## src/inc/dcod_pkg.sv

```systemverilog
// Package with opcodes, flag actions, exception classes and register map.
package dcod_pkg;
  // Flag action codes per flag: keep, clear, set, from result.
  localparam logic [1:0] FA_KEEP = 2'h0;
  localparam logic [1:0] FA_CLR = 2'h1;
  localparam logic [1:0] FA_SET = 2'h2;
  localparam logic [1:0] FA_RES = 2'h3;
  // Exception class bits.
  localparam int EXC_RSV = 0;
  localparam int EXC_IOV = 1;
  localparam int EXC_DOV = 2;
  localparam int EXC_DDVZ = 3;
  localparam int EXC_SUB = 4;
  localparam int EXC_PRV = 5;
  localparam int EXC_RSVI = 6;
  localparam int EXC_W = 7;
  // Mask of exception classes that are faults (flags suppressed).
  localparam logic [6:0] FAULT_MASK = 7'h61;
  // Opcodes.
  localparam logic [7:0] OP_CALL_ARGL = 8'hFA;
  localparam logic [7:0] OP_CALL_STK = 8'hFB;
  localparam logic [7:0] OP_INDEX = 8'h0A;
  localparam logic [7:0] OP_MOVE_BLK = 8'h28;
  localparam logic [7:0] OP_MOVE_FILL = 8'h2C;
  localparam logic [7:0] OP_CHG_KERN = 8'hBC;
  localparam logic [7:0] OP_CHG_EXEC = 8'hBD;
  localparam logic [7:0] OP_CHG_SUPV = 8'hBE;
  localparam logic [7:0] OP_CHG_USER = 8'hBF;
  localparam logic [7:0] OP_PROBE_RD = 8'h0C;
  localparam logic [7:0] OP_PROBE_WR = 8'h0D;
  localparam logic [7:0] OP_ADD_P4 = 8'h20;
  localparam logic [7:0] OP_DIV_P = 8'h27;
  localparam logic [7:0] OP_P_TO_L = 8'h36;
  localparam logic [7:0] OP_CRC = 8'h0B;
  localparam logic [7:0] OP_EDIT_P = 8'h38;
  localparam logic [7:0] OP_MATCH = 8'h39;
  localparam logic [7:0] OP_XLAT_ESC = 8'h2F;
  // Register byte offsets.
  localparam logic [7:0] REG_OPCODE = 8'h00;
  localparam logic [7:0] REG_RESULT = 8'h04;
  localparam logic [7:0] REG_FLAGS = 8'h08;
  localparam logic [7:0] REG_STATUS = 8'h0C;
  localparam logic [7:0] REG_EMUL = 8'h10;
  localparam logic [7:0] REG_COUNT = 8'h14;
  // Reset values.
  localparam logic [3:0] FLAGS_RST = 4'h0;
  localparam logic [1:0] MODE_RST = 2'h0;
  localparam logic [7:0] COUNT_RST = 8'h00;
endpackage : dcod_pkg

```

## src/hdl/dcod_table.sv

```systemverilog
// Combinational opcode table: class, flag actions, exceptions, operands.
`timescale 1ns/1ns
`default_nettype none
module dcod_table (
  input wire logic [7:0] opcode,
  output logic known,
  output logic emulated,
  output logic [7:0] flag_act,
  output logic [6:0] exc_allowed,
  output logic [2:0] operand_count,
  output logic stack_push,
  output logic [2:0] mode_target
);
  // Builds the four two-bit actions for N, Z, V, C in that order.
  function automatic logic [7:0] acts(input logic [1:0] n,
      input logic [1:0] z, input logic [1:0] v, input logic [1:0] c);
    acts = {n, z, v, c};
  endfunction : acts

  // One lookup; unknown opcodes fall to the default branch.
  always_comb begin
    known = 1'b1;
    emulated = 1'b0;
    flag_act = acts(dcod_pkg::FA_KEEP, dcod_pkg::FA_KEEP,
                    dcod_pkg::FA_KEEP, dcod_pkg::FA_KEEP);
    exc_allowed = 7'h00;
    operand_count = 3'h0;
    stack_push = 1'b0;
    mode_target = 3'h4;
    case (opcode)
      dcod_pkg::OP_CALL_ARGL: begin
        flag_act = acts(dcod_pkg::FA_CLR, dcod_pkg::FA_CLR,
                        dcod_pkg::FA_CLR, dcod_pkg::FA_CLR);
        exc_allowed[dcod_pkg::EXC_RSV] = 1'b1;
        operand_count = 3'h2;
        stack_push = 1'b1;
      end
      dcod_pkg::OP_CALL_STK: begin
        flag_act = acts(dcod_pkg::FA_CLR, dcod_pkg::FA_CLR,
                        dcod_pkg::FA_CLR, dcod_pkg::FA_CLR);
        exc_allowed[dcod_pkg::EXC_RSV] = 1'b1;
        operand_count = 3'h2;
        stack_push = 1'b1;
      end
      dcod_pkg::OP_INDEX: begin
        flag_act = acts(dcod_pkg::FA_RES, dcod_pkg::FA_RES,
                        dcod_pkg::FA_CLR, dcod_pkg::FA_CLR);
        exc_allowed[dcod_pkg::EXC_SUB] = 1'b1;
        operand_count = 3'h6;
      end
      dcod_pkg::OP_MOVE_BLK: begin
        flag_act = acts(dcod_pkg::FA_CLR, dcod_pkg::FA_SET,
                        dcod_pkg::FA_CLR, dcod_pkg::FA_CLR);
        operand_count = 3'h3;
      end
      dcod_pkg::OP_MOVE_FILL: begin
        flag_act = acts(dcod_pkg::FA_RES, dcod_pkg::FA_RES,
                        dcod_pkg::FA_CLR, dcod_pkg::FA_RES);
        operand_count = 3'h5;
      end
      dcod_pkg::OP_CHG_KERN, dcod_pkg::OP_CHG_EXEC,
      dcod_pkg::OP_CHG_SUPV, dcod_pkg::OP_CHG_USER: begin
        flag_act = acts(dcod_pkg::FA_CLR, dcod_pkg::FA_CLR,
                        dcod_pkg::FA_CLR, dcod_pkg::FA_CLR);
        operand_count = 3'h1;
        stack_push = 1'b1;
        // Kernel 0, executive 1, supervisor 2, user 3.
        mode_target = {1'b0, opcode[1] ? {1'b1, opcode[0]}
                                       : {1'b0, opcode[0]}};
      end
      dcod_pkg::OP_PROBE_RD, dcod_pkg::OP_PROBE_WR: begin
        flag_act = acts(dcod_pkg::FA_CLR, dcod_pkg::FA_RES,
                        dcod_pkg::FA_CLR, dcod_pkg::FA_KEEP);
        operand_count = 3'h3;
      end
      dcod_pkg::OP_ADD_P4: begin
        emulated = 1'b1;
        flag_act = acts(dcod_pkg::FA_RES, dcod_pkg::FA_RES,
                        dcod_pkg::FA_RES, dcod_pkg::FA_CLR);
        exc_allowed[dcod_pkg::EXC_RSV] = 1'b1;
        exc_allowed[dcod_pkg::EXC_DOV] = 1'b1;
        operand_count = 3'h4;
      end
      dcod_pkg::OP_DIV_P: begin
        emulated = 1'b1;
        flag_act = acts(dcod_pkg::FA_RES, dcod_pkg::FA_RES,
                        dcod_pkg::FA_RES, dcod_pkg::FA_CLR);
        exc_allowed[dcod_pkg::EXC_RSV] = 1'b1;
        exc_allowed[dcod_pkg::EXC_DOV] = 1'b1;
        exc_allowed[dcod_pkg::EXC_DDVZ] = 1'b1;
        operand_count = 3'h6;
      end
      dcod_pkg::OP_P_TO_L: begin
        emulated = 1'b1;
        flag_act = acts(dcod_pkg::FA_RES, dcod_pkg::FA_RES,
                        dcod_pkg::FA_RES, dcod_pkg::FA_CLR);
        exc_allowed[dcod_pkg::EXC_RSV] = 1'b1;
        exc_allowed[dcod_pkg::EXC_IOV] = 1'b1;
        operand_count = 3'h3;
      end
      dcod_pkg::OP_CRC: begin
        emulated = 1'b1;
        flag_act = acts(dcod_pkg::FA_RES, dcod_pkg::FA_RES,
                        dcod_pkg::FA_CLR, dcod_pkg::FA_CLR);
        operand_count = 3'h4;
      end
      dcod_pkg::OP_EDIT_P: begin
        emulated = 1'b1;
        flag_act = acts(dcod_pkg::FA_RES, dcod_pkg::FA_RES,
                        dcod_pkg::FA_RES, dcod_pkg::FA_RES);
        exc_allowed[dcod_pkg::EXC_RSV] = 1'b1;
        exc_allowed[dcod_pkg::EXC_DOV] = 1'b1;
        operand_count = 3'h4;
      end
      dcod_pkg::OP_MATCH: begin
        emulated = 1'b1;
        flag_act = acts(dcod_pkg::FA_CLR, dcod_pkg::FA_RES,
                        dcod_pkg::FA_CLR, dcod_pkg::FA_CLR);
        operand_count = 3'h4;
      end
      dcod_pkg::OP_XLAT_ESC: begin
        emulated = 1'b1;
        flag_act = acts(dcod_pkg::FA_RES, dcod_pkg::FA_RES,
                        dcod_pkg::FA_RES, dcod_pkg::FA_RES);
        operand_count = 3'h6;
      end
      default: begin
        // Unassigned opcodes raise the reserved instruction class.
        known = 1'b0;
        exc_allowed[dcod_pkg::EXC_RSVI] = 1'b1;
      end
    endcase
  end
endmodule : dcod_table
`default_nettype wire

```

## src/hdl/dcod_top.sv

```systemverilog
// APB-programmed opcode decoder with flag and exception classification.
//
// Local design decisions: the APB interface to the registers and the register addresses.
`timescale 1ns/1ns
`default_nettype none
module dcod_top (
  input wire logic pclk,
  input wire logic presetn,
  input wire logic psel,
  input wire logic penable,
  input wire logic pwrite,
  input wire logic [7:0] paddr,
  input wire logic [31:0] pwdata,
  output logic [31:0] prdata,
  output logic pready,
  output logic pslverr
);
  ////////////////////////////////////////////////////////////////////////
  // Decode state machine: idle, collecting operands, done.
  typedef enum logic [2:0] {
    DCOD_IDLE = 3'b001,
    DCOD_OPND = 3'b010,
    DCOD_DONE = 3'b100
  } dcod_state_e;

  dcod_state_e state; // Current decode state.
  logic [7:0] opcode; // Opcode last written by software while idle.
  logic [3:0] flags; // Condition flags N Z V C.
  logic [3:0] result_flags; // Result-derived N Z V C supplied by software.
  logic [6:0] exc_req; // Exception events requested by software.
  logic [6:0] exc_seen; // Classified exception of last instruction.
  logic [1:0] cur_mode; // Current access mode, 0 kernel to 3 user.
  logic [1:0] stack_mode; // Mode whose stack takes the push.
  logic emul_go; // Pulse: control passes to emulation routine.
  logic emul_pending; // Sticky: emulation handoff happened.
  logic [2:0] opnd_left; // Operand specifiers still to evaluate.
  logic [7:0] arg_count; // Argument list entries built so far.
  logic [31:0] arg_list [0:7]; // Standard argument list being built.
  logic [31:0] result; // Last written operand value.
  logic wr_en; // APB write access phase.
  logic rd_en; // APB read setup phase; the read mux loads here.

  // Table outputs.
  logic known;
  logic emulated;
  logic [7:0] flag_act;
  logic [6:0] exc_allowed;
  logic [2:0] operand_count;
  logic stack_push;
  logic [2:0] mode_target;

  dcod_table u_table (
    .opcode(opcode),
    .known(known),
    .emulated(emulated),
    .flag_act(flag_act),
    .exc_allowed(exc_allowed),
    .operand_count(operand_count),
    .stack_push(stack_push),
    .mode_target(mode_target)
  );

  ////////////////////////////////////////////////////////////////////////
  // APB slave: zero wait states; unmapped addresses error out.
  assign pready = 1'b1;
  assign wr_en = psel && penable && pwrite;
  assign rd_en = psel && !penable && !pwrite;

  // Returns one when the offset is a mapped register.
  function automatic logic mapped(input logic [7:0] a);
    mapped = (a == dcod_pkg::REG_OPCODE) || (a == dcod_pkg::REG_RESULT) ||
             (a == dcod_pkg::REG_FLAGS) || (a == dcod_pkg::REG_STATUS) ||
             (a == dcod_pkg::REG_EMUL) || (a == dcod_pkg::REG_COUNT);
  endfunction : mapped

  assign pslverr = psel && penable && !mapped(paddr);

  // Per-flag application of the table action to the old and new value.
  function automatic logic apply(input logic [1:0] act, input logic old,
      input logic res);
    case (act)
      dcod_pkg::FA_CLR: apply = 1'b0;
      dcod_pkg::FA_SET: apply = 1'b1;
      dcod_pkg::FA_RES: apply = res;
      default: apply = old;
    endcase
  endfunction : apply

  ////////////////////////////////////////////////////////////////////////
  // Instruction sequencing: an opcode write starts decode, each operand
  // write counts down the specifiers, and the last one completes.
  always_ff @(posedge pclk or negedge presetn) begin
    if (!presetn) begin
      state <= DCOD_IDLE;
      opnd_left <= 3'h0;
    end else begin
      case (state)
        DCOD_IDLE: begin
          if (wr_en && paddr == dcod_pkg::REG_OPCODE) begin
            state <= DCOD_OPND;
          end
        end
        DCOD_OPND: begin
          // Operand count is known one cycle after the opcode lands.
          if (opnd_left == 3'h0 && arg_count == dcod_pkg::COUNT_RST &&
              operand_count != 3'h0 && !(wr_en &&
              paddr == dcod_pkg::REG_RESULT)) begin
            opnd_left <= operand_count;
          end else if (wr_en && paddr == dcod_pkg::REG_RESULT) begin
            opnd_left <= (opnd_left == 3'h0) ? 3'h0 : opnd_left - 3'h1;
          end
          if (operand_count == 3'h0 || (wr_en &&
              paddr == dcod_pkg::REG_RESULT &&
              {5'h00, opnd_left} <= 8'h01 &&
              arg_count != dcod_pkg::COUNT_RST) ||
              (wr_en && paddr == dcod_pkg::REG_RESULT &&
              operand_count == 3'h1)) begin
            state <= DCOD_DONE;
          end
        end
        DCOD_DONE: begin
          state <= DCOD_IDLE;
        end
        default: state <= DCOD_IDLE;
      endcase
    end
  end

  ////////////////////////////////////////////////////////////////////////
  // Argument list build: each operand word is stored in order, so the
  // emulation routine finds a complete list when it is entered.
  always_ff @(posedge pclk or negedge presetn) begin
    if (!presetn) begin
      arg_count <= dcod_pkg::COUNT_RST;
      result <= 32'h0000_0000;
    end else if (state == DCOD_IDLE && wr_en &&
                 paddr == dcod_pkg::REG_OPCODE) begin
      // Cleared only when a new instruction is accepted, so the count
      // stays readable while the emulation routine works on the list.
      arg_count <= dcod_pkg::COUNT_RST;
    end else if (state == DCOD_OPND && wr_en &&
                 paddr == dcod_pkg::REG_RESULT) begin
      arg_count <= arg_count + 8'h01;
      result <= pwdata;
    end
  end

  // Argument storage has no reset; it is only read after being written.
  always_ff @(posedge pclk) begin
    if (state == DCOD_OPND && wr_en && paddr == dcod_pkg::REG_RESULT) begin
      arg_list[arg_count[2:0]] <= pwdata;
    end
  end

  ////////////////////////////////////////////////////////////////////////
  // Opcode, result flags and exception requests written by software.
  always_ff @(posedge pclk or negedge presetn) begin
    if (!presetn) begin
      opcode <= 8'h01;
      result_flags <= dcod_pkg::FLAGS_RST;
      exc_req <= 7'h00;
    end else if (wr_en && paddr == dcod_pkg::REG_OPCODE &&
                 state == DCOD_IDLE) begin
      opcode <= pwdata[7:0];
      result_flags <= pwdata[11:8];
      exc_req <= pwdata[18:12];
    end
  end

  ////////////////////////////////////////////////////////////////////////
  // Completion: classify exceptions, then update flags. A fault leaves
  // the flags alone; a trap lets the instruction's flag update stand.
  logic [6:0] next_exc;
  logic is_fault;
  always_comb begin
    next_exc = (exc_req & exc_allowed) |
               (known ? 7'h00 : 7'h40);
    is_fault = |(next_exc & dcod_pkg::FAULT_MASK);
  end

  always_ff @(posedge pclk or negedge presetn) begin
    if (!presetn) begin
      flags <= dcod_pkg::FLAGS_RST;
      exc_seen <= 7'h00;
    end else if (state == DCOD_DONE) begin
      exc_seen <= next_exc;
      if (!is_fault && !emulated) begin
        flags <= {apply(flag_act[7:6], flags[3], result_flags[3]),
                  apply(flag_act[5:4], flags[2], result_flags[2]),
                  apply(flag_act[3:2], flags[1], result_flags[1]),
                  apply(flag_act[1:0], flags[0], result_flags[0])};
      end
    end else if (emul_pending && wr_en && paddr == dcod_pkg::REG_FLAGS) begin
      // Emulation routine returns flags under the same table actions.
      flags <= {apply(flag_act[7:6], flags[3], pwdata[3]),
                apply(flag_act[5:4], flags[2], pwdata[2]),
                apply(flag_act[3:2], flags[1], pwdata[1]),
                apply(flag_act[1:0], flags[0], pwdata[0])};
    end
  end

  ////////////////////////////////////////////////////////////////////////
  // Emulation handoff: a pulse at completion, plus a sticky flag that
  // software clears by writing one; a new handoff wins over the clear.
  assign emul_go = (state == DCOD_DONE) && emulated && !is_fault;

  always_ff @(posedge pclk or negedge presetn) begin
    if (!presetn) begin
      emul_pending <= 1'b0;
    end else if (emul_go) begin
      emul_pending <= 1'b1;
    end else if (wr_en && paddr == dcod_pkg::REG_EMUL && pwdata[0]) begin
      emul_pending <= 1'b0;
    end
  end

  ////////////////////////////////////////////////////////////////////////
  // Mode changes push onto the stack of the less privileged of the target
  // and current modes; a larger mode number is less privileged.
  always_ff @(posedge pclk or negedge presetn) begin
    if (!presetn) begin
      cur_mode <= dcod_pkg::MODE_RST;
      stack_mode <= dcod_pkg::MODE_RST;
    end else if (wr_en && paddr == dcod_pkg::REG_STATUS) begin
      cur_mode <= pwdata[1:0];
    end else if (state == DCOD_DONE && stack_push && !is_fault) begin
      if (mode_target[2]) begin
        stack_mode <= cur_mode;
      end else begin
        stack_mode <= (mode_target[1:0] > cur_mode) ? mode_target[1:0]
                                                    : cur_mode;
        cur_mode <= (mode_target[1:0] > cur_mode) ? cur_mode
                                                  : mode_target[1:0];
      end
    end
  end

  ////////////////////////////////////////////////////////////////////////
  // Read mux; unmapped reads return zero.
  always_ff @(posedge pclk or negedge presetn) begin
    if (!presetn) begin
      prdata <= 32'h0000_0000;
    end else if (rd_en) begin
      case (paddr)
        dcod_pkg::REG_OPCODE: prdata <= {24'h00_0000, opcode};
        dcod_pkg::REG_RESULT: prdata <= result;
        dcod_pkg::REG_FLAGS: prdata <= {28'h000_0000, flags};
        dcod_pkg::REG_STATUS: prdata <= {16'h0000, 1'b0, exc_seen,
            known, emulated, stack_push, 1'b0, stack_mode, cur_mode};
        dcod_pkg::REG_EMUL: prdata <= {24'h00_0000, state == DCOD_IDLE,
            6'h00, emul_pending};
        // With an empty list the last-operand byte reads zero, so an
        // unwritten slot of the argument store never reaches the bus.
        dcod_pkg::REG_COUNT: prdata <= {16'h0000,
            (arg_count == dcod_pkg::COUNT_RST ? 8'h00
             : arg_list[arg_count[2:0] - 3'h1][7:0]), arg_count};
        default: prdata <= 32'h0000_0000;
      endcase
    end
  end
endmodule : dcod_top
`default_nettype wire

```

## config.mk

```make
export PLATFORM = sky130hd
export DESIGN_NAME = dcod_top
export DESIGN_NICKNAME = d
export VERILOG_FILES = /design/src/inc/dcod_pkg.sv /design/src/hdl/dcod_table.sv /design/src/hdl/dcod_top.sv
export SDC_FILE = /design/constraint.sdc
export NUM_CORES = 1
export LEC_CHECK = 0
export ABC_AREA = 0
export BUFFER_PORTS_ARGS = -buffer_cell sky130_fd_sc_hd__buf_2
export CAP_MARGIN = 25
export CORE_UTILIZATION = 40
export DETAILED_ROUTE_END_ITERATION = 10
export PLACE_DENSITY_LB_ADDON = 0.15
export RECOVER_POWER = 50
export SLEW_MARGIN = 0
export SYNTH_ARGS = -nofsm -noshare
export SYNTH_HDL_FRONTEND = slang
export SYNTH_HIERARCHICAL = 1
export SYNTH_SLANG_ARGS = --single-unit
```

## constraint.sdc

```tcl
create_clock -name pclk -period 8.9 [get_ports pclk]
set_input_delay 0.445 -clock pclk [delete_from_list [all_inputs] [get_ports pclk]]
set_output_delay 0.445 -clock pclk [all_outputs]
set_load 0.01 [all_outputs]
```

# [Yosys cells after proc, flatten, opt, wreduce, memory -nomap -nowiden]
# Memory sizes are Yosys's and may differ from the RTL's.
# Index checks and enable logic that the tools add are counted.
[word_totals] regBits=113 ramBits=256 inputBits=45 out_inout_bits=34 elab_cells=195 memories=1
[classes] n_addsub=3 order_cmp=2 eq_ne=44 n_mux=45 bitwise_logic=4 reduce_logical=80
[memory_table] memory="arg_list" words=8 width=32 rd=1 rd_clocked_by_memory_dff=0 wr=1 line="dcod_top.sv:38" text="logic [31:0] arg_list [0:7];"
[op_table] operator="$pmux W32 S6" count=1
[op_table] operator="$eq A8 B6 Y1 const B" count=8
[op_table] operator="$pmux W8 S8" count=1
[op_table] operator="$eq A8 B4 Y1 const B" count=6
[op_table] operator="$eq A8 B8 Y1 const B" count=6
[op_table] operator="$logic_and A1 B1 Y1" count=28
[op_table] operator="$mux W8" count=3
[op_table] operator="$pmux W1 S3" count=8
[op_table] operator="$mux W3" count=6
[op_table] operator="$pmux W3 S6" count=1
[op_table] operator="$reduce_or A18 Y1" count=1
[op_table] operator="$eq A2 B2 Y1 const B" count=8
[op_table] operator="$eq A8 B5 Y1 const B" count=2
[op_table] operator="$logic_not A8 Y1" count=2
[op_table] operator="$reduce_and A3 Y1" count=5
[op_table] operator="$reduce_bool A3 Y1" count=5
[op_table] operator="$mux W2" count=7
[op_table] operator="$mux W1" count=13
[op_table] operator="$mux W4" count=3
[op_table] operator="$reduce_or A3 Y1" count=4
[op_table] operator="$reduce_or A4 Y1" count=3
[op_table] operator="$reduce_or A6 Y1" count=2
[op_table] operator="$reduce_bool A2 Y1" count=5
[op_table] operator="$add A8 B1 Y8 const B" count=1
[op_table] operator="22 further kinds" count=49

# [Longest topological paths before layout]
# Gate-level depths: netlist of the first run.
[depth] ltp_word=10 mapped_depth=10 mapped_depth_nobuf=9

# [Hierarchy]
# Netlist of the first run, hierarchy kept.
[by_module_without_submodules] mod="dcod_top" instances=1 cells_each=642 area_each_um2=7858.8 seq_area_each_um2=4752.1
[by_module_without_submodules] mod="dcod_table" instances=1 cells_each=80 area_each_um2=521.8 seq_area_each_um2=0.0

# [Worst setup path after synthesis of the first run]
# No wires, ideal clock.
[synth_path] kind="register -> register" startpoint="register opcode[4]" endpoint="register cur_mode[1]" setup_time_ps=82 arrival_time_ps=2766 required_time_ps=8818 setup_slack_ps=6052 path_stages_with_launch=9 path_buffers=1 period_less_slack_ps=2848 cell_sequence="dfrtp_1 -> buf_2 -> nor4b_1 -> o211ai_1 -> and3_1 -> a21bo_2 -> or4_1 -> or3_1 -> a31oi_1"
[synth_via] elab_chain_len=10 word_cells_on_any_way=43 classes_between="1 x order compare; 20 x eq/ne; 10 x mux; 2 x bitwise; 10 x reduce/logical"
[synth_rtl] item="from (decl)" line="dcod_top.sv:27" text="logic [7:0] opcode;"
[synth_rtl] item="from (signal assigned)" line="dcod_top.sv:164" text="opcode <= pwdata[7:0];"
[synth_rtl] item="$eq A8 B6 Y1 (tied with other cells)" line="dcod_table.sv:30" text="case (opcode)"
[synth_rtl] item="$reduce_or A18 Y1 (no source line) (*)"
[synth_rtl] item="$mux W1 (*)" line="dcod_table.sv:30"
[synth_rtl] item="named net exc_allowed[6]" line="dcod_top.sv:47" text="logic [6:0] exc_allowed;"
[synth_rtl] item="$and A7 B7 Y7 (*)" line="dcod_top.sv:176" text="next_exc = (exc_req & exc_allowed) |"
[synth_rtl] item="$or A7 B7 Y7 (*)" line="dcod_top.sv:176"
[synth_rtl] item="$reduce_or A3 Y1 (*)" line="dcod_top.sv:178" text="is_fault = |(next_exc & dcod_pkg::FAULT_MASK);"
[synth_rtl] item="$logic_not A1 Y1 (*)" line="dcod_top.sv:226" text="end else if (state == DCOD_DONE && stack_push && !is_fault) begin"
[synth_rtl] item="$logic_and A1 B1 Y1 (*)" line="dcod_top.sv:226"
[synth_rtl] item="$reduce_bool A2 Y1 (no source line) (*)"
[synth_rtl] item="$reduce_and A3 Y1 (no source line) (*)"
[synth_rtl] item="to (signal assigned)" line="dcod_top.sv:222" text="cur_mode <= dcod_pkg::MODE_RST;"
[synth_rtl] item="to (signal assigned)" line="dcod_top.sv:225" text="cur_mode <= pwdata[1:0];"
[synth_rtl] item="to (signal assigned)" line="dcod_top.sv:232" text="cur_mode <= (mode_target[1:0] > cur_mode) ? cur_mode"
[synth_rtl] item="to (decl)" line="dcod_top.sv:32" text="logic [1:0] cur_mode;"
# The timed path passes the listed nets; every way through them passes the cells marked *. The select of a mux whose other input is x is not followed.
# A chain may end at the register's enable or synchronous reset.

# [Worst setup path in the final report of the first run]
[layout_path] startpoint="register arg_count[0]" endpoint="register prdata[9]"
[layout_via] elab_chain_len=4 word_cells_on_any_way=5 classes_between="1 x add/sub; 2 x mux; 1 x reduce/logical; 1 x memory"
[layout_rtl] item="from (decl)" line="dcod_top.sv:37" text="logic [7:0] arg_count;"
[layout_rtl] item="from (signal assigned)" line="dcod_top.sv:134" text="arg_count <= dcod_pkg::COUNT_RST;"
[layout_rtl] item="from (signal assigned)" line="dcod_top.sv:140" text="arg_count <= dcod_pkg::COUNT_RST;"
[layout_rtl] item="from (signal assigned)" line="dcod_top.sv:143" text="arg_count <= arg_count + 8'h01;"
[layout_rtl] item="$sub A3 B1 Y3" line="dcod_top.sv:256" text=": arg_list[arg_count[2:0] - 3'h1][7:0]), arg_count};"
[layout_rtl] item="$mem_v2 Z8 W32"
[layout_rtl] item="$mux W8 (*)" line="dcod_top.sv:255" text="(arg_count == dcod_pkg::COUNT_RST ? 8'h00"
[layout_rtl] item="$pmux W32 S6 (*)" line="dcod_top.sv:244" text="case (paddr)"
[layout_rtl] item="to (signal assigned)" line="dcod_top.sv:245" text="dcod_pkg::REG_OPCODE: prdata <= {24'h00_0000, opcode};"
[layout_rtl] item="to (signal assigned)" line="dcod_top.sv:246" text="dcod_pkg::REG_RESULT: prdata <= result;"
[layout_rtl] item="to (signal assigned)" line="dcod_top.sv:247" text="dcod_pkg::REG_FLAGS: prdata <= {28'h000_0000, flags};"
[layout_rtl] item="to (decl)" line="dcod_top.sv:14" text="output logic [31:0] prdata,"
# Mark *: on every way between the ends. The rest lies on a longest branch, timed or not.

==> flow_summary.rst, run 1 <==
.. list-table::
   :header-rows: 1

   * - Metric
     - Value
   * - Arrival time at the worst endpoint
     - 4.37 ns
   * - Post-synth cell types
     - 72
   * - Cell total after placement
     - 1034
   * - Yosys synthesis warning count
     - 6
   * - Final Hold Fails
     - 0
   * - Number of remaining DRC errors
     - 0
   * - Maximum clock path buffer count
     - 2
   * - Iteration count of the initial detailed-routing pass
     - 6
   * - Count of mapped cells out of synthesis
     - 722
   * - Static leakage
     - 4.10 nW
   * - Reg2Reg Depth
     - 6
   * - Peak fanout along the critical path
     - 24
   * - Post-synthesis sequential element count
     - 177
   * - Post-DRT Antenna Nets
     - 0
   * - Clock tree from TritonCTS
     - yes
   * - Data required time at the worst endpoint
     - 9.19 ns
   * - Initial standard-cell utilization of the core
     - 0.412
   * - CTS Root Cell
     - sky130_fd_sc_hd__clkbuf_16
   * - Antenna Diode Count
     - 0
   * - Summed negative setup slack over all endpoints
     - 0 ns
   * - Pre-CTS WS
     - 5.70 ns
   * - Post-Route Skew
     - 0.00991 ns
   * - Wire length per cell after detailed routing
     - 20.1 um
   * - Clock H-tree levels
     - 4
   * - Part of the Yosys area used for sequential elements
     - 0.567
   * - Top_reg_cell synth
     - sky130_fd_sc_hd__dfrtp_1
   * - DRC violation total after the first TritonRoute iteration
     - 468
   * - Pin count of the biggest net entering global routing
     - 65
   * - Overall track demand over capacity in global routing
     - 0.211
   * - RSZ-0062 raised after global routing
     - no
   * - Core footprint
     - 20400 um2
   * - Final Wtd Congestion
     - 0.921
   * - Kind of capture point of the worst setup path
     - register
   * - Count of max-cap constraint violations
     - 2
   * - Number of ports placed on the die boundary
     - 79
   * - Async set or reset register ratio after synthesis
     - 0.638
   * - Total gr overflow
     - 0
   * - Area Growth Syn to Fin
     - 14.2%
   * - Total length of routed wires
     - 21.5 mm
   * - Die Height
     - 147 um
   * - Type of the tightest min-delay check
     - input pin to register
   * - Hold Path Cell Cnt
     - 3
   * - Shortest period the worst path allows
     - 4.08 ns
   * - Post-route cell area
     - 9570 um2
   * - Startpoint class of the critical path
     - register
   * - Fraction of the cycle the final worst path needs
     - 0.458
   * - Result of the run
     - finished with violations
   * - Tightest slew margin relative to the limit
     - -0.787
   * - Number of gates given a new drive strength after cts
     - 0
   * - Area used by sequential logic in the layout
     - 4750 um2
   * - Number of CTS-inserted buffers
     - 17
   * - Post-DP HPWL
     - 15.4 mm
   * - Final Slew Violations
     - 76
   * - Clk Latency, worst-skew pair
     - 0.44 ns
   * - Hold-fix buffer count after cts
     - 0
   * - Violated checks
     - max-capacitance violations, max-slew violations
   * - Vias in the first global route
     - 5949
   * - Horizontal die dimension
     - 147 um
   * - Largest vdd supply drop
     - 0.124 mV
   * - Post-Syn Area
     - 8380 um2
   * - Footprint of the multi-input gates
     - 3380 um2
   * - Number of post-CTS setup repair buffers
     - 0
   * - Max frequency
     - 245 MHz
   * - Syn_nets
     - 775
   * - Largest cells by area after synthesis
     - sky130_fd_sc_hd__dfrtp_1 (33%), sky130_fd_sc_hd__edfxtp_1 (23%), sky130_fd_sc_hd__nand2_1 (6.6%), sky130_fd_sc_hd__mux4_2 (4.6%), sky130_fd_sc_hd__mux2_2 (3.1%)
   * - Clock-pin slew on the worst setup and hold paths
     - 0.07 ns
   * - Clock Sinks
     - 177
   * - Finished Layout Cells
     - 1069
   * - Kind of critical path
     - register to register
   * - Number of setup violations in the final report
     - 0
   * - Post-synthesis cell type with the largest combined area
     - sky130_fd_sc_hd__dfrtp_1
   * - Worst hold margin
     - 0.213 ns
   * - # nets final
     - 839
   * - Synthesized area divided by synthesized cell count
     - 11.6 um2
   * - Worst Setup Slack, final
     - 4.82 ns
   * - Area share of the leading cell type in the synthesized netlist
     - 0.331
   * - Total number of vias
     - 5977
   * - Area after detailed placement
     - 9000 um2
   * - I/O Buffers
     - 77
   * - Number of standard-cell rows in the floorplan
     - 52
   * - Proportion of layout cells with a drive suffix above 1
     - 0.181
   * - EDFF count, synth
     - 64
   * - Power Density
     - 175 nW/um2
   * - Overall die area
     - 21500 um2
   * - Wire length of the first global-routing pass
     - 34.4 mm
   * - Initial antenna violation count
     - 0
   * - Avg Vias per Cell
     - 5.59
   * - Total of fill cells in the finished design
     - 1882
   * - Slew @ Worst Pin
     - 2.68 ns
## layout by cell type (no fill, tap or decap), types with 6 or more instances in the layout
| cell type | netlist | routed |
|---|---|---|
| sky130_fd_sc_hd__o221ai_1 | 9 | 9 |
| sky130_fd_sc_hd__mux2_1 | 7 | 7 |
| sky130_fd_sc_hd__a22o_1 | 22 | 22 |
| sky130_fd_sc_hd__dfrtp_1 | 111 | 111 |
| sky130_fd_sc_hd__a32oi_1 | 6 | 6 |
| sky130_fd_sc_hd__buf_2 | 8 | 37 |
| sky130_fd_sc_hd__nand4_1 | 8 | 8 |
| sky130_fd_sc_hd__ha_1 | 8 | 8 |
| sky130_fd_sc_hd__edfxtp_1 | 64 | 64 |
| sky130_fd_sc_hd__nand3_1 | 17 | 17 |
| sky130_fd_sc_hd__clkbuf_1 | 31 | 43 |
| sky130_fd_sc_hd__mux2i_1 | 25 | 25 |
| sky130_fd_sc_hd__nor3_1 | 16 | 16 |
| sky130_fd_sc_hd__clkbuf_16 | 0 | 17 |
| sky130_fd_sc_hd__nor2_1 | 28 | 27 |
| sky130_fd_sc_hd__buf_4 | 3 | 8 |
| sky130_fd_sc_hd__mux4_2 | 17 | 17 |
| sky130_fd_sc_hd__nand2_1 | 147 | 147 |
| sky130_fd_sc_hd__o21ai_0 | 28 | 28 |
| sky130_fd_sc_hd__or3b_2 | 7 | 7 |
| sky130_fd_sc_hd__inv_1 | 16 | 16 |
| sky130_fd_sc_hd__a31oi_1 | 7 | 7 |
| sky130_fd_sc_hd__mux2_2 | 23 | 23 |
| sky130_fd_sc_hd__a21oi_1 | 11 | 11 |
## metal layers
metal  GRT usage  up-vias  routed length (um)
met1       0.305     2973               10200
met3      0.0407       19                1280
met4      0.0510        0                 235
met5           0        -                   0
li1            -     2777                   -
met2       0.328      208                9790
## sequential cells by signal (all words and copies together) (netlist names)
name,cells
arg_count,8
arg_list,64
cur_mode,2
emul_pending,1
exc_req,7
exc_seen,7
flags,4
opcode,8
opnd_left,3
prdata,32
result,32
result_flags,4
stack_mode,2
state,3
## worst max-delay path, cell delays in order, from the launching register on
cell	delay, ns
sky130_fd_sc_hd__dfrtp_1	0.33
sky130_fd_sc_hd__clkbuf_1	1.31
sky130_fd_sc_hd__inv_1	0.35
sky130_fd_sc_hd__ha_1	0.97
sky130_fd_sc_hd__mux4_2	0.40
sky130_fd_sc_hd__mux2i_1	0.37
sky130_fd_sc_hd__o221ai_1	0.19
## final cells by class
class	instances	share of cell area
Clock buffer	18	0.0449
Sequential cell	177	0.497
Multi-Input combinational cell	483	0.353
Clock inverter	14	0.0174
Timing Repair Buffer	90	0.0460
Inverter	17	0.00693
Tap cell	270	0.0353
## cells in the mapped netlist (9+ instances only)
cell / number
sky130_fd_sc_hd__mux2i_1: 25
sky130_fd_sc_hd__mux2_2: 23
sky130_fd_sc_hd__a21oi_1: 11
sky130_fd_sc_hd__a22o_1: 22
sky130_fd_sc_hd__o21ai_0: 28
sky130_fd_sc_hd__nand3_1: 17
sky130_fd_sc_hd__nand2_1: 147
sky130_fd_sc_hd__o221ai_1: 9
sky130_fd_sc_hd__nor2_1: 28
sky130_fd_sc_hd__edfxtp_1: 64
sky130_fd_sc_hd__mux4_2: 17
sky130_fd_sc_hd__clkbuf_1: 31
sky130_fd_sc_hd__dfrtp_1: 111
sky130_fd_sc_hd__nor3_1: 16
sky130_fd_sc_hd__inv_1: 16
## final timing paths
path | endpoint | startpoint | slack, ns
worst min-delay path | result[27] | pwdata[27] | 0.21
max in group asynchronous | result[13] | presetn | 6.09
worst max-delay path | prdata[9] | arg_count[0] | 4.82
min in group asynchronous | prdata[28] | presetn | 0.84
worst min register to register | result[25] | result[25] | 0.47
worst max register to register | prdata[9] | arg_count[0] | 4.82
## logic make-up after synthesis
kind of cell | synth area share
and+or+nand+nor | 0.164
DFF | 0.567
AOI/OAI and AO/OA | 0.101
muxes | 0.118
buffers and inverters | 0.0315
adders and majority gates | 0.0119
xor gates and xnor gates | 0.00627
other | 0.000896
## where the power goes
| part | internal (mW) | switching, mW |
|---|---|---|
| sequential | 0.846 | 0.00331 |
| clock | 0.402 | 0.356 |
| combinational | 0.0222 | 0.0460 |
## stage by stage
step,util,power (mW)
after floorplan,-,0.897
after global placement,0.441,0.934
after detailed placement,0.442,0.936
after CTS,0.471,1.69
after global routing,0.470,1.73
final,0.470,1.68
(Power assumes the default switching activity.)
==> run 2: changes to the inputs <==
clock period = 3.6 ns   (was 8.9 ns; I/O delays follow)
==> flow_summary.rst, run 2 (synthesized netlist as in run 1, its figures left out) <==
.. list-table::
   :header-rows: 1

   * - Metric
     - Value
   * - Delay of the slowest cell on the worst path
     - 0.60 ns (-0.71 ns)
   * - Reg2Reg Depth
     - 8 (+2)
   * - Reg-to-Reg End
     - cur_mode[1]
   * - Peak fanout along the critical path
     - 15 (-38%)
   * - Flip-flop count of the largest register, all copies and words added
     - 64 (unchanged)
   * - Arrival time at the worst endpoint
     - 3.54 ns (-0.83 ns)
   * - Number of remaining DRC errors
     - 0 (unchanged)
   * - Number of CTS-inserted buffers
     - 17 (unchanged)
   * - Maximum clock path buffer count
     - 2 (unchanged)
   * - Wire length of the first global-routing pass
     - 35.4 mm (+2.7%)
   * - Core footprint
     - 20400 um2 (unchanged)
   * - Reg-to-Reg Start
     - opcode[4]
   * - Startpoint class of the critical path
     - register
   * - Clock-pin slew on the worst setup and hold paths
     - 0.07 ns (about the same)
   * - Count of max-cap constraint violations
     - 1 (-1)
   * - Pin count of the biggest net entering global routing
     - 57 (-12%)
   * - Top library cells by usage in the layout, fill and taps aside
     - sky130_fd_sc_hd__nand2_1 (147), sky130_fd_sc_hd__dfrtp_1 (111), sky130_fd_sc_hd__edfxtp_1 (64)
   * - Number of setup violations in the final report
     - 0 (unchanged)
   * - Post-DP HPWL
     - 16.0 mm (+4.4%)
   * - Max frequency
     - 314 MHz (+28%)
   * - Number of standard-cell rows in the floorplan
     - 52 (unchanged)
   * - Total gr overflow
     - 0 (unchanged)
   * - Slew @ Worst Pin
     - 1.52 ns (-1.16 ns)
   * - Proportion of layout cells with a drive suffix above 1
     - 0.190 (+0.00849)
   * - Area after detailed placement
     - 9120 um2 (+1.4%)
   * - Shortest period the worst path allows
     - 3.18 ns (-0.899 ns)
   * - Top delay family on crit path
     - simple AND/OR/NAND/NOR gates
   * - Number of post-CTS setup repair buffers
     - 0 (unchanged)
   * - Power Density
     - 417 nW/um2 (+140%)
   * - Clock Sinks
     - 177 (unchanged)
   * - CTS Root Cell
     - sky130_fd_sc_hd__clkbuf_16
   * - Total number of vias
     - 6197 (+3.7%)
   * - Final Wtd Congestion
     - 0.828 (-10%)
   * - Area Growth Syn to Fin
     - 18.0%
   * - Number of ports placed on the die boundary
     - 79 (unchanged)
   * - DRC violation total after the first TritonRoute iteration
     - 418 (-11%)
   * - Final Slew Violations
     - 29 (-62%)
   * - Kind of critical path
     - register to register
   * - Clk Latency, worst-skew pair
     - 0.44 ns (about the same)
   * - Fraction of the cycle the final worst path needs
     - 0.884 (+0.425)
   * - Hold path startpoint
     - pwdata[16]
   * - Iteration count of the initial detailed-routing pass
     - 7 (+1)
   * - Post-route cell area
     - 9890 um2 (+3.4%)
   * - Wire length per cell after detailed routing
     - 20.4 um (+1.2%)
   * - Avg Vias per Cell
     - 5.60 (+0.12%)
   * - Hold Path Cell Cnt
     - 3 (unchanged)
   * - Type of the tightest min-delay check
     - input pin to register
   * - Total of fill cells in the finished design
     - 1876 (-0.32%)
   * - Horizontal die dimension
     - 147 um (unchanged)
   * - Total length of routed wires
     - 22.6 mm (+4.8%)
   * - RSZ-0062 raised after global routing
     - no
   * - CP max stage cell
     - sky130_fd_sc_hd__or4_1
   * - Post-DRT Antenna Nets
     - 0 (unchanged)
   * - Initial antenna violation count
     - 0 (unchanged)
   * - I/O Buffers
     - 77 (unchanged)
   * - Vias in the first global route
     - 6152 (+3.4%)
   * - Overall track demand over capacity in global routing
     - 0.219 (+0.00775)
   * - Antenna Diode Count
     - 0 (unchanged)
   * - # nets final
     - 877 (+4.5%)
   * - Static leakage
     - 4.26 nW (+3.9%)
   * - Summed negative setup slack over all endpoints
     - 0 ns (unchanged)
   * - Critical path buffer and inverter count
     - 0 (-2)
   * - Footprint of the multi-input gates
     - 3380 um2 (unchanged)
   * - Die Height
     - 147 um (unchanged)
   * - Violated checks
     - max-capacitance violations, max-slew violations
   * - Hold Path Sink
     - result[16]
   * - Clock H-tree levels
     - 4 (unchanged)
   * - Area used by sequential logic in the layout
     - 4750 um2 (unchanged)
   * - FF-to-FF setup slack
     - 0.42 ns (-4.40 ns)
   * - Largest vdd supply drop
     - 0.353 mV (+180%)
   * - Initial standard-cell utilization of the core
     - 0.412 (unchanged)
   * - Data required time at the worst endpoint
     - 3.96 ns (-5.23 ns)
   * - Result of the run
     - finished with violations
   * - Post-Route Skew
     - 0.0130 ns (+0.00314 ns)
   * - Overall die area
     - 21500 um2 (unchanged)
   * - Kind of capture point of the worst setup path
     - register
   * - Tightest slew margin relative to the limit
     - -0.0143 (+0.773)
   * - List of cells traversed by the critical path
     - or3b_2, a21oi_1, nor2_1, and3_1, a21bo_2, or4_1, or3_1, a31oi_1
   * - Clock tree from TritonCTS
     - yes
   * - Final Hold Fails
     - 0 (unchanged)
   * - Most common library cell in the layout ignoring fill and taps
     - sky130_fd_sc_hd__nand2_1
run 2: changes by cell type in the layout (fill, tap and decap cells not counted), moves of 2 or more:
cell / change
sky130_fd_sc_hd__clkbuf_2: +2
sky130_fd_sc_hd__buf_6: -2
sky130_fd_sc_hd__buf_4: +16
sky130_fd_sc_hd__dlygate4sd3_1: +24
run 2: area by class of cell:
cell class | instances | area share
multi-input combinational | 483 | 0.341
inverter | 17 | 0.00671
timing repair buffer | 128 | 0.0777
sequential | 177 | 0.481
clock inverter | 13 | 0.0137
tap | 270 | 0.0342
clock buffer | 19 | 0.0459
run 2: power breakdown:
part	switching, mW	leakage [nW]	internal (mW)
registers	0.00737	2.12	2.09
logic	0.118	1.85	0.0721
clock network	0.869	0.287	0.963
run 2: layer usage:
metal | vias up | share of wire | track usage
met5 | - | 0 | 0
met4 | 0 | 0.021 | 0.0786
met3 | 28 | 0.058 | 0.0435
met2 | 226 | 0.45 | 0.335
met1 | 3095 | 0.47 | 0.310
li1 | 2848 | - | -
run 2: how the worst max path moves through the flow:
| stage | startpoint | end | slack, ns | cells after the start |
|---|---|---|---|---|
| final | opcode[4] | cur_mode[1] | 0.42 | 8 |
| after global routing | opcode[3] | cur_mode[0] | 0.27 | 8 |
| after CTS | opcode[4] | cur_mode[1] | 0.45 | 8 |
| after global placement | opcode[4] | cur_mode[0] | 0.50 | 8 |
| after floorplan | opcode[4] | cur_mode[1] | 0.75 | 8 |
| after detailed placement | opcode[4] | cur_mode[1] | 0.44 | 8 |
run 2: tightest hold or removal path, cell delays in order:
cell	delay, ns
sky130_fd_sc_hd__buf_2	0.13
sky130_fd_sc_hd__nand2_1	0.06
sky130_fd_sc_hd__nand2_1	0.05
run 2: repair_timing:
item,CTS,global route
setup endpoints to repair,0,0
hold buffers,24,0
endpoints found under the hold margin,83,0
resized for setup,0,0
run 2: metrics by stage:
stage	util	cells	total power, mW	worst slack, ns	hold slack [ns]
after floorplan	-	722	2.22	0.752	-0.116
after global placement	0.448	1051	2.31	0.501	0.291
after detailed placement	0.448	1051	2.32	0.441	0.299
after CTS	0.489	1107	4.17	0.445	0.00511
after global routing	0.486	1107	4.27	0.272	0.0172
final	0.486	1107	4.12	0.419	0.0221
